===== config.mk =====
export PLATFORM = sky130hd
export DESIGN_NAME = power_monitor_config_register
export DESIGN_NICKNAME = d
export VERILOG_FILES = /design/src/pwrmon_pkg.sv /design/src/power_gain_lut.sv /design/src/power_monitor_config_register.sv
export SDC_FILE = /design/constraint.sdc
export NUM_CORES = 1
export LEC_CHECK = 0
export ABC_AREA = 1
export ABC_CLOCK_PERIOD_IN_PS = 1900
export BUFFER_PORTS_ARGS = -buffer_cell sky130_fd_sc_hd__buf_2
export CORE_MARGIN = 4
export CORE_UTILIZATION = 44
export DETAILED_ROUTE_END_ITERATION = 10
export GPL_ROUTABILITY_DRIVEN = 0
export GPL_TIMING_DRIVEN = 0
export PLACE_DENSITY = 0.84
export SLEW_MARGIN = 20
export SYNTH_ARGS = -nofsm -noshare
export SYNTH_HDL_FRONTEND = slang
export SYNTH_HIERARCHICAL = 1
export SYNTH_SLANG_ARGS = --single-unit

===== constraint.sdc =====
create_clock -name clk_i -period 1.9 [get_ports clk_i]
set_input_delay 0.19 -clock clk_i [delete_from_list [all_inputs] [get_ports clk_i]]
set_output_delay 0.19 -clock clk_i [all_outputs]
set_load 0.05 [all_outputs]

===== src/pwrmon_pkg.sv =====
// constants for the power monitor configuration register and its decode
// assumes a 10 MHz system clock and a serial slave that delivers words
// Functional notes
// active bit 6 low shuts down the measurement path; writing one reactivates
// mux field bits 5:4 selects bus, shunt, supply power, load power
// supply power mode routes supply-side input to bus sampling path
// load power mode routes load-side input to bus sampling path
// bus voltage mode always samples bus at supply-side input
// shunt gain bits 3:2 select 20, 128, 300; code 11 undefined
// bus attenuation bits 1:0 select 2/5, 1/5, 1/10; 11 undefined
// reset value is active, supply power, gain 20, attenuation 1/5
// power scaling factor follows from both gain codes per table
// output valid only about 40 us after leaving shutdown
// general call 81h sets active bit, 82h clears it
// bits 15 to 7 read zero and ignore writes
// master must never write code 11 into either gain field
package pwrmon_pkg;
  localparam int unsigned REG_W = 16;
  localparam logic [15:0] CFG_RESET = 16'h0061;
  localparam logic [15:0] CFG_WMASK = 16'h007F;
  localparam int unsigned ACTIVE_BIT = 6;
  localparam int unsigned MUX_HI = 5;
  localparam int unsigned MUX_LO = 4;
  localparam int unsigned GAIN_HI = 3;
  localparam int unsigned GAIN_LO = 2;
  localparam int unsigned ATTEN_HI = 1;
  localparam int unsigned ATTEN_LO = 0;
  localparam logic [7:0] GC_ENABLE = 8'h81;
  localparam logic [7:0] GC_DISABLE = 8'h82;
  localparam int unsigned CLK_MHZ = 10;
  localparam int unsigned WAKE_US = 40;
  localparam int unsigned WAKE_CYCLES = WAKE_US * CLK_MHZ;
  localparam int unsigned WAKE_CW = 9;
  // power gain in thousandths
  localparam int unsigned PG_W = 16;
  typedef enum logic [1:0] {
    MODE_BUS = 2'b00,
    MODE_SHUNT = 2'b01,
    MODE_SUPPLY_PWR = 2'b10,
    MODE_LOAD_PWR = 2'b11
  } out_mode_t;
  typedef enum logic [1:0] {
    GAIN_20 = 2'b00,
    GAIN_128 = 2'b01,
    GAIN_300 = 2'b10,
    GAIN_UNDEF = 2'b11
  } shunt_gain_t;
  typedef enum logic [1:0] {
    ATT_2_5 = 2'b00,
    ATT_1_5 = 2'b01,
    ATT_1_10 = 2'b10,
    ATT_UNDEF = 2'b11
  } bus_atten_t;
endpackage : pwrmon_pkg


===== src/power_gain_lut.sv =====
// power gain lookup in thousandths from shunt gain and bus attenuation
// assumes codes come straight from the configuration register
`timescale 1ns/100ps
module power_gain_lut (
  input wire logic [1:0] shunt_gain_i,
  input wire logic [1:0] bus_atten_i,
  output logic [15:0] power_gain_o,
  output logic valid_o
);
  always_comb begin
    power_gain_o = 16'h0000;
    valid_o = 1'b1;
    case ({bus_atten_i, shunt_gain_i})
      4'hA: power_gain_o = 16'h2710; // 10
      4'h9: power_gain_o = 16'h10AB; // 4.267
      4'h8: power_gain_o = 16'h029B; // 0.667
      4'h6: power_gain_o = 16'h4E20; // 20
      4'h5: power_gain_o = 16'h2155; // 8.533
      4'h4: power_gain_o = 16'h0535; // 1.333
      4'h2: power_gain_o = 16'h9C40; // 40
      4'h1: power_gain_o = 16'h42AB; // 17.067
      4'h0: power_gain_o = 16'h0A6B; // 2.667
      default: valid_o = 1'b0;
    endcase
  end
endmodule : power_gain_lut


===== src/power_monitor_config_register.sv =====
// configuration register with analog switch decode and wake timing
// assumes a serial slave delivers decoded word writes and general calls
`timescale 1ns/100ps
module power_monitor_config_register #(
  parameter int unsigned WAKE_CYCLES = pwrmon_pkg::WAKE_CYCLES
) (
  input wire logic clk_i,
  input wire logic rst_n_i,
  input wire logic wr_en_i,
  input wire logic [15:0] wr_data_i,
  input wire logic gc_valid_i,
  input wire logic [7:0] gc_cmd_i,
  output logic [15:0] rd_data_o,
  output logic active_o,
  output logic [1:0] mux_sel_o,
  output logic sample_supply_o,
  output logic sample_load_o,
  output logic [1:0] shunt_gain_o,
  output logic [1:0] bus_atten_o,
  output logic gain_sel_20_o,
  output logic gain_sel_128_o,
  output logic gain_sel_300_o,
  output logic atten_sel_2_5_o,
  output logic atten_sel_1_5_o,
  output logic atten_sel_1_10_o,
  output logic [15:0] power_gain_o,
  output logic gain_code_ok_o,
  output logic out_valid_o
);
  logic [6:0] cfg_reg;
  logic [6:0] cfg_next;
  logic [8:0] wake_reg;
  // wake count cut to the counter width; the defaults fit in 9 bits
  localparam logic [8:0] WAKE_LIMIT = WAKE_CYCLES[8:0];

  // --------------------------------------------------------------
  // register write and general call
  // --------------------------------------------------------------
  always_comb begin
    cfg_next = cfg_reg;
    if (wr_en_i) begin
      cfg_next = wr_data_i[6:0];
    end
    if (gc_valid_i && gc_cmd_i == pwrmon_pkg::GC_ENABLE) begin
      cfg_next[pwrmon_pkg::ACTIVE_BIT] = 1'b1;
    end else if (gc_valid_i && gc_cmd_i == pwrmon_pkg::GC_DISABLE) begin
      cfg_next[pwrmon_pkg::ACTIVE_BIT] = 1'b0;
    end
  end

  always_ff @(posedge clk_i) begin
    if (!rst_n_i) begin
      cfg_reg <= pwrmon_pkg::CFG_RESET[6:0];
    end else begin
      cfg_reg <= cfg_next;
    end
  end

  assign rd_data_o = {9'h000, cfg_reg};

  // --------------------------------------------------------------
  // analog decode
  // --------------------------------------------------------------
  assign active_o = cfg_reg[pwrmon_pkg::ACTIVE_BIT];
  assign mux_sel_o = cfg_reg[5:4];
  assign shunt_gain_o = cfg_reg[3:2];
  assign bus_atten_o = cfg_reg[1:0];

  always_comb begin
    sample_supply_o = 1'b0;
    sample_load_o = 1'b0;
    case (mux_sel_o)
      pwrmon_pkg::MODE_BUS: sample_supply_o = active_o;
      pwrmon_pkg::MODE_SHUNT: sample_supply_o = 1'b0;
      pwrmon_pkg::MODE_SUPPLY_PWR: sample_supply_o = active_o;
      pwrmon_pkg::MODE_LOAD_PWR: sample_load_o = active_o;
      default: sample_supply_o = 1'b0;
    endcase
  end

  assign gain_sel_20_o = active_o && shunt_gain_o == pwrmon_pkg::GAIN_20;
  assign gain_sel_128_o = active_o && shunt_gain_o == pwrmon_pkg::GAIN_128;
  assign gain_sel_300_o = active_o && shunt_gain_o == pwrmon_pkg::GAIN_300;
  assign atten_sel_2_5_o = active_o && bus_atten_o == pwrmon_pkg::ATT_2_5;
  assign atten_sel_1_5_o = active_o && bus_atten_o == pwrmon_pkg::ATT_1_5;
  assign atten_sel_1_10_o = active_o && bus_atten_o == pwrmon_pkg::ATT_1_10;

  power_gain_lut u_lut (
    .shunt_gain_i(shunt_gain_o),
    .bus_atten_i(bus_atten_o),
    .power_gain_o(power_gain_o),
    .valid_o(gain_code_ok_o)
  );

  // --------------------------------------------------------------
  // wake timer
  // --------------------------------------------------------------
  always_ff @(posedge clk_i) begin
    if (!rst_n_i) begin
      wake_reg <= 9'h000;
    end else begin
      if (!active_o) begin
        wake_reg <= 9'h000;
      end else if (wake_reg < WAKE_LIMIT) begin
        wake_reg <= wake_reg + 9'h001;
      end
    end
  end

  // counting starts on the first cycle seen active, so a wake by write or
  // general call is always followed by the full settling time
  assign out_valid_o = active_o && wake_reg >= WAKE_LIMIT;

  // --------------------------------------------------------------
  // assertion helpers
  // --------------------------------------------------------------
  // separate count of unbroken active cycles, saturating at all ones
  logic [9:0] awake_cnt_reg;

  always_ff @(posedge clk_i) begin
    if (!rst_n_i) begin
      awake_cnt_reg <= 10'h000;
    end else if (!active_o) begin
      awake_cnt_reg <= 10'h000;
    end else if (awake_cnt_reg != 10'h3FF) begin
      awake_cnt_reg <= awake_cnt_reg + 10'h001;
    end
  end
endmodule : power_monitor_config_register


After elaboration in Yosys (flattened, before gate mapping)
Index checks and enable logic that the tools add are counted.

Bits in registers: 16. Input port bits: 28. Logic and storage cells: 47.

$add $sub $neg: 1. Mux-type cells: 6. Reductions and logical operators: 18. Bitwise operators: 1. $lt $le $gt $ge: 2. Equal/unequal tests: 16.

Operators with widths (count): 16-bit case mux with 9 select lines (1); 8-bit == test (second input constant) (2); 4-bit by 3-bit == test with 1-bit output (second input constant) (3); 4-bit == test (second input constant) (3); 9-bit by 1-bit adder with 9-bit output (second input constant) (1); 9-bit >= comparator (second input constant) (1); 1-bit logical AND (9); 9-bit less-than comparator (second input constant) (1); 9-bit OR reduction (1); 2-bit == test (second input constant) (4); 7-bit two-way mux (1); 2-bit zero test (3); 2-bit by 1-bit == test with 1-bit output (second input constant) (2); 4-bit by 1-bit == test with 1-bit output (second input constant) (1); 4-bit by 2-bit == test with 1-bit output (second input constant) (1); 4-bit zero test (1); 1-bit two-way mux (4); 2-bit OR reduction (2); 2-bit AND reduction (1); 2-bit nonzero test (1); 1-bit inverter (1).

Longest topological paths before layout
Gate-level depths: netlist (run 1).

Word-level depth: 3. Mapped depth: 7. Mapped depth without buffers: 7.

Modules after synthesis
Netlist (run 1), hierarchy kept.

Modules (own cells, without submodules): power_monitor_config_register (cells each 143, instances 1, area each 944.7 µm², sequential area each 320.3 µm²); power_gain_lut (cells each 41, instances 1, area each 170.2 µm², sequential area each 0.0 µm²).

Least setup slack after synthesis (run 1)
Ideal clock, no wire load.

Kind: register -> output. From: register cfg_reg[0]. To: output port power_gain_o[10]. Cell stages (with the launch flop): 3. Path slack: -0.702 ns. Arrival: 2.412 ns. Cell sequence: dfxtp_1 -> nor2_1 -> nor3_1.

Cells in the longest elaborated chain, start to end: 2.

Ends and longest elaborated chain: start, declared (RTL line power_monitor_config_register.sv:30) `logic [6:0] cfg_reg;`; start signal, assigned (RTL line power_monitor_config_register.sv:53) `cfg_reg <= pwrmon_pkg::CFG_RESET[6:0];`; start signal, assigned (RTL line power_monitor_config_register.sv:55) `cfg_reg <= cfg_next;`; 4-bit by 1-bit == test with 1-bit output, or another cell as far along (RTL line power_gain_lut.sv:13) `case ({bus_atten_i, shunt_gain_i})`; 16-bit case mux with 9 select lines (*) (RTL line power_gain_lut.sv:13); end, declared (RTL line power_monitor_config_register.sv:26) `output logic [15:0] power_gain_o,`.

Mark *: on every way between the ends. The rest lies on a longest branch, timed or not.

Worst setup path in the final report (run 1)
From: register cfg_reg[3]. To: output port power_gain_o[9].

Same word-level chain as after synthesis.

==> flow_summary.yaml, run 1 <==
clock_network:
  clkLatencyLatePin_ps: 280
  cts_hold_buffers: 0
  post_cts_resized: 0
  cts_tree: "done"
  cts_setup_buffers: 0
  cts_max_level: 1
  cts_sinks: 16
  cts_buffer_depth: 2
  path_clk_slew_ps: 80
  cts-root-buf: "clkbuf_4"
  cts_made_buffers: 3
global_route:
  gr-total-overflow: 0
  antenna_found_initial: 0
  grt_pass1_vias: 1067
  grt_first_pass_wirelength_um: 4291
  grt_start_max_net_pins: 13
  grt_usage: 0.1561
timing:
  rsz0062_at_grt: "false"
  max_freq_mhz: 569.3
  fin_crit_sh: 0.9244
  finalSetupViolations: 0
  fin_skew_ps: 5.505
  drv_slew: 0
  finalCriticalPeriod_ps: 1756
  hold_violations: 0
floorplanning:
  dieArea_um2: 3403
  rows: 17
  start_util: 0.4808
  core_area_um2: 2318
  die_w_um: 58.34
  ios: 77
  fp.dieH_um: 58.34
yosys:
  synth_seq_cells: 16
  synth_edf_count: 0
  async_flop_share: 0
  synth_flop_cell: "dfxtp_1"
  yosys-top-cells-count: "nand2_1 (46), nor2_1 (32), inv_1 (21)"
  syn_area_um2: 1115
  synth_most_common_cell: "nand2_1"
  ys_seq_area_frac: 0.2873
  yosys-top-cells-area: "dfxtp_1 (29%), nand2_1 (15%), buf_4 (11%)"
  yosysTopAreaCell: "dfxtp_1"
  ys_warn_count: 6
  netlist.area_leader.share: 0.2873
  synth_area_per_cell_um2: 6.059
  synth.distinct_cells: 18
  synth_cells: 184
min_path:
  hp-class: "input port to register"
  hold_start: "wr_data_i[0]"
  min_path_cells: 3
pwr:
  p_leak_nw: 0.8822
  peakVddDrop_mv: 0.4572
  cellPowerDensity_nw_per_um2: 689.5
route:
  drt_iter0_markers: 18
  routedWlPerCell_um: 9.420
  wl_um: 2647
  drc: 0
  vias_per_cell: 4.559
  via_count: 1281
  ant_nets: 0
  drt-pass1-iter-count: 4
placed_design:
  place_inst: 278
  hpwl_um: 2167
  port_buffers: 58
  place_area_um2: 1490
worst_setup_path:
  crit_slowest_cell: "dfxtp_1"
  rr_worst_depth: 6
  endpoint_kind: "output pin"
  critPathKind: "register to output pin"
  startpoint: "cfg_reg[3]$_SDFFE_PN0P_"
  crit_path_start_kind: "register"
  regToRegStartpoint: "wake_reg[0]$_SDFFE_PN0N_"
  required_ps: 1710
  cp_num_buf_inv: 2
  slowest_delay_ps: 570
  crit_family: "flip-flops"
  crit_chain: "inv_1 -> nor2_2 -> nand2_1 -> nand3_1 -> buf_2"
  cp.arrival_ps: 1570
  crit_fanout: 10
  worst-path-stages: 5
final_layout:
  regArea_um2: 321.6
  stdcell_count: 281
  final_core_util: 0.6525
  design_area_um2: 1513
  antenna_cells: 0
  drive_gt1_frac: 0.3518
  nFillCells: 236
  multiInputGateArea_um2: 621.8
  num-nets-final: 285
  largest_reg_flops: 9
  syn_to_final_growth_pct: 35.69
run:
  cap_violations: 0
run_status:
  status: "complete, no violations"
-- kinds of logic after synthesis --
kind of cell | share of synthesized area
AOI/OAI and AO/OA | 0.08978
and+or+nand+nor | 0.3984
other | 0.003364
adders and majority gates | 0.02244
DFF | 0.2873
buffers and inverters | 0.1987
-- report_power, final --
part | internal, mW | switching (mW)
Clock | 0.0736 | 0.0989
Sequential | 0.351 | 0.0275
Combinational | 0.117 | 0.375
Total | 0.542 | 0.501
-- placed cells by master (no fill, tap or decap) --
master,instances
buf_2,58
nand2_1,46
nor2_1,30
inv_1,21
buf_4,17
dfxtp_1,15
nand3_1,13
a21oi_1,11
conb_1,9
o21ai_0,8
nor3_1,5
nor2_2,4
clkbuf_4,3
nand4_1,2
ha_1,2
clkinv_1,1
nand2_2,1
nand2_4,1
buf_6,1
nand3b_1,1
dfxtp_2,1
nor2_4,1
nor3_2,1
o21ai_2,1
-- path summary, 6_finish.rpt --
path                                            endpoint  slack [ps]
worst max-delay path                     power_gain_o[9]         140
worst min-delay path             cfg_reg[0]$_SDFFE_PN1P_         120
worst max register to register  wake_reg[8]$_SDFFE_PN0N_         650
worst min register to register   cfg_reg[5]$_SDFFE_PN1P_         510
-- metal layers --
| layer | vias up | track usage | part of all wire |
|---|---|---|---|
| li1 | 691 | - | - |
| met1 | 535 | 0.1952 | 0.43 |
| met2 | 51 | 0.2663 | 0.47 |
| met3 | 4 | 0.03289 | 0.091 |
| met4 | 0 | 0.04967 | 0.014 |
| met5 | - | 0 | 0 |
-- cell type report --
type | count | share of cell area
multi-input cells | 136 | 0.4111
flip-flops and latches | 16 | 0.2126
repair buffers | 58 | 0.1919
plain buffers | 18 | 0.09181
inverters | 22 | 0.05459
well taps | 28 | 0.02316
clock buffers | 3 | 0.01489
-- metrics by stage --
| step | TNS (ps) | setup slack, ps | power (mW) | hold WS (ps) |
|---|---|---|---|---|
| after floorplan | -1667 | -390.4 | 0.7765 | 274.1 |
| after global placement | 0 | 456.0 | 0.8745 | 398.3 |
| after detailed placement | 0 | 454.7 | 0.8798 | 406.1 |
| after CTS | 0 | 141.4 | 1.051 | 112.5 |
| after global routing | 0 | 21.24 | 1.099 | 105.7 |
| final | 0 | 143.6 | 1.043 | 115.2 |
-- tightest hold or removal path: stages --
cell	delay (ps)
buf_2	80
nand2_1	40
nand3_1	60
(Power assumes the default switching activity.)
==> run 2: changes to the inputs <==
--- a/config.mk
+++ b/config.mk
@@ -8,8 +8,11 @@
 export ABC_AREA = 1
 export ABC_CLOCK_PERIOD_IN_PS = 1900
 export BUFFER_PORTS_ARGS = -buffer_cell sky130_fd_sc_hd__buf_2
+export CELL_PAD_IN_SITES_DETAIL_PLACEMENT = 1
+export CELL_PAD_IN_SITES_GLOBAL_PLACEMENT = 1
+export CORE_ASPECT_RATIO = 0.5
 export CORE_MARGIN = 4
-export CORE_UTILIZATION = 44
+export CORE_UTILIZATION = 28
 export DETAILED_ROUTE_END_ITERATION = 10
 export GPL_ROUTABILITY_DRIVEN = 0
 export GPL_TIMING_DRIVEN = 0
==> flow_summary.yaml, run 2 (synthesis gave the netlist of run 1 again) <==
final_layout:
  antenna_cells: 0
  mostFrequentLayoutCells: "buf_2 (58), nand2_1 (46), nor2_1 (30)"
  regArea_um2: 322.8
  nFillCells: 520
  multiInputGateArea_um2: 621.8
  drive_gt1_frac: 0.3583
  largest_reg_flops: 9
  design_area_um2: 1575
  syn_to_final_growth_pct: 41.30
  num-nets-final: 285
  final_common_cell: "buf_2"
worst_setup_path:
  crit_path_start_kind: "register"
  endpoint_kind: "output pin"
  critPathKind: "register to output pin"
  timing.rr.end: "wake_reg[6]$_SDFFE_PN0N_"
  cp.arrival_ps: 1560
  crit_fanout: 10
  regToRegSetupSlack_ps: 570
  required_ps: 1710
  regToRegStartpoint: "wake_reg[0]$_SDFFE_PN0N_"
  rr_worst_depth: 6
run:
  cap_violations: 0
route:
  drt-pass1-iter-count: 4
  routedWlPerCell_um: 11.69
  drt_iter0_markers: 31
  wl_um: 3565
  ant_nets: 0
  drc: 0
  vias_per_cell: 4.433
  via_count: 1352
timing:
  drv_slew: 0
  finalCriticalPeriod_ps: 1754
  fin_setup_tns_ps: 0
  finalSetupViolations: 0
  hold_ws_ps: 157.1
  max_freq_mhz: 570.2
  worst_slack_ps: 146.3
  hold_violations: 0
  rsz0062_at_grt: "false"
  fin_crit_sh: 0.9230
  fin_skew_ps: 1.862
clock_network:
  cts_buffer_depth: 2
  clkLatencyLatePin_ps: 250
  cts_setup_buffers: 0
  cts_max_level: 1
  cts_tree: "done"
  cts_hold_buffers: 0
  path_clk_slew_ps: 60
  cts_made_buffers: 3
  cts-root-buf: "clkbuf_8"
  cts_sinks: 16
pwr:
  intPower_uw: 652.9
  p_leak_nw: 0.8974
  swShare: 0.4490
  clkPwrFrac: 0.257
  finalPower_mw: 1.185
  combPwrFrac: 0.422
  cellPowerDensity_nw_per_um2: 752.2
  peakVddDrop_mv: 0.2603
  power_frac_seq: 0.321
  power.switching_uw: 532.0
floorplanning:
  core_area_um2: 3622
  dieArea_um2: 5117
  rows: 15
  fp.dieH_um: 52.62
  start_util: 0.3078
  ios: 77
  die_w_um: 97.24
global_route:
  grt.met3_usage: 0.04515
  grt_use_met1: 0.1377
  use_met2: 0.3139
  grt_pass1_vias: 1425
  antenna_found_initial: 0
  gr-total-overflow: 0
  busiest_layer: "met2"
  grt_usage: 0.1462
  grt_start_max_net_pins: 13
  grt_first_pass_wirelength_um: 6092
min_path:
  min_to: "cfg_reg[0]$_SDFFE_PN1P_"
  hp-class: "input port to register"
  min_path_cells: 3
  hold_start: "wr_data_i[0]"
placed_design:
  place_area_um2: 1519
  port_buffers: 58
  hpwl_um: 2924
  preCtsSetupSlack_ps: 396.6
run_status:
  status: "complete, no violations"
[run 2: changes by cell type in the layout (fill, tap and decap cells not counted), sizes merged]
| cell | previous run | this run |
|---|---|---|
| clkbuf | 3 | 4 |
[run 2: worst max-delay path by stage]
stage	from	end	slack, ps	depth (start not counted)
floorplan	cfg_reg[6]$_SDFFE_PP1P_	atten_sel_1_10_o	-390	2
global placement	cfg_reg[2]$_SDFFE_PN0P_	power_gain_o[14]	430	5
detailed placement	cfg_reg[3]$_SDFFE_PN0P_	power_gain_o[9]	400	5
CTS	cfg_reg[3]$_SDFFE_PN0P_	power_gain_o[9]	120	5
global route	cfg_reg[3]$_SDFFE_PN0P_	power_gain_o[11]	6	5
finish	cfg_reg[3]$_SDFFE_PN0P_	power_gain_o[9]	150	5
[run 2: cell type report]
| type | count | share of cell area |
|---|---|---|
| multi-input combinational | 136 | 0.3948 |
| sequential | 16 | 0.2049 |
| timing repair buffer | 58 | 0.1843 |
| buffer | 18 | 0.08817 |
| inverter | 22 | 0.05242 |
| tap | 51 | 0.04051 |
| clock buffer | 4 | 0.03495 |
[run 2: worst max-delay path, stage by stage, from the launching register on]
cell and delay [ps]:
dfxtp_1 590, inv_1 130, nor2_2 140, nand2_1 110, nand3_1 90, buf_2 260
[run 2: stage by stage]
stage,util,cells
floorplan,-,192
global placement,0.4193,301
detailed placement,0.4193,301
CTS,0.4345,305
global route,0.4349,305
finish,0.4349,305
[run 2: layer usage]
metal  wire length [um]  vias up
li1                   -      694
met2               1868       39
met1               1412      615
met5                  0        -
met4                 42        0
met3                241        4
[run 2: power by group through the flow]
stage / combinational, mW / clock (mW) / sequential, mW
global route: 0.533 / 0.330 / 0.385
CTS: 0.503 / 0.313 / 0.381
global placement: 0.492 / 0 / 0.387
finish: 0.500 / 0.304 / 0.381
floorplan: 0.360 / 0 / 0.417
detailed placement: 0.502 / 0 / 0.388
[run 2: repair_timing]
item | in CTS | in global routing
setup endpoints to repair | 0 | 4
resized for setup | 0 | 1
endpoints found under the hold margin | 0 | 0
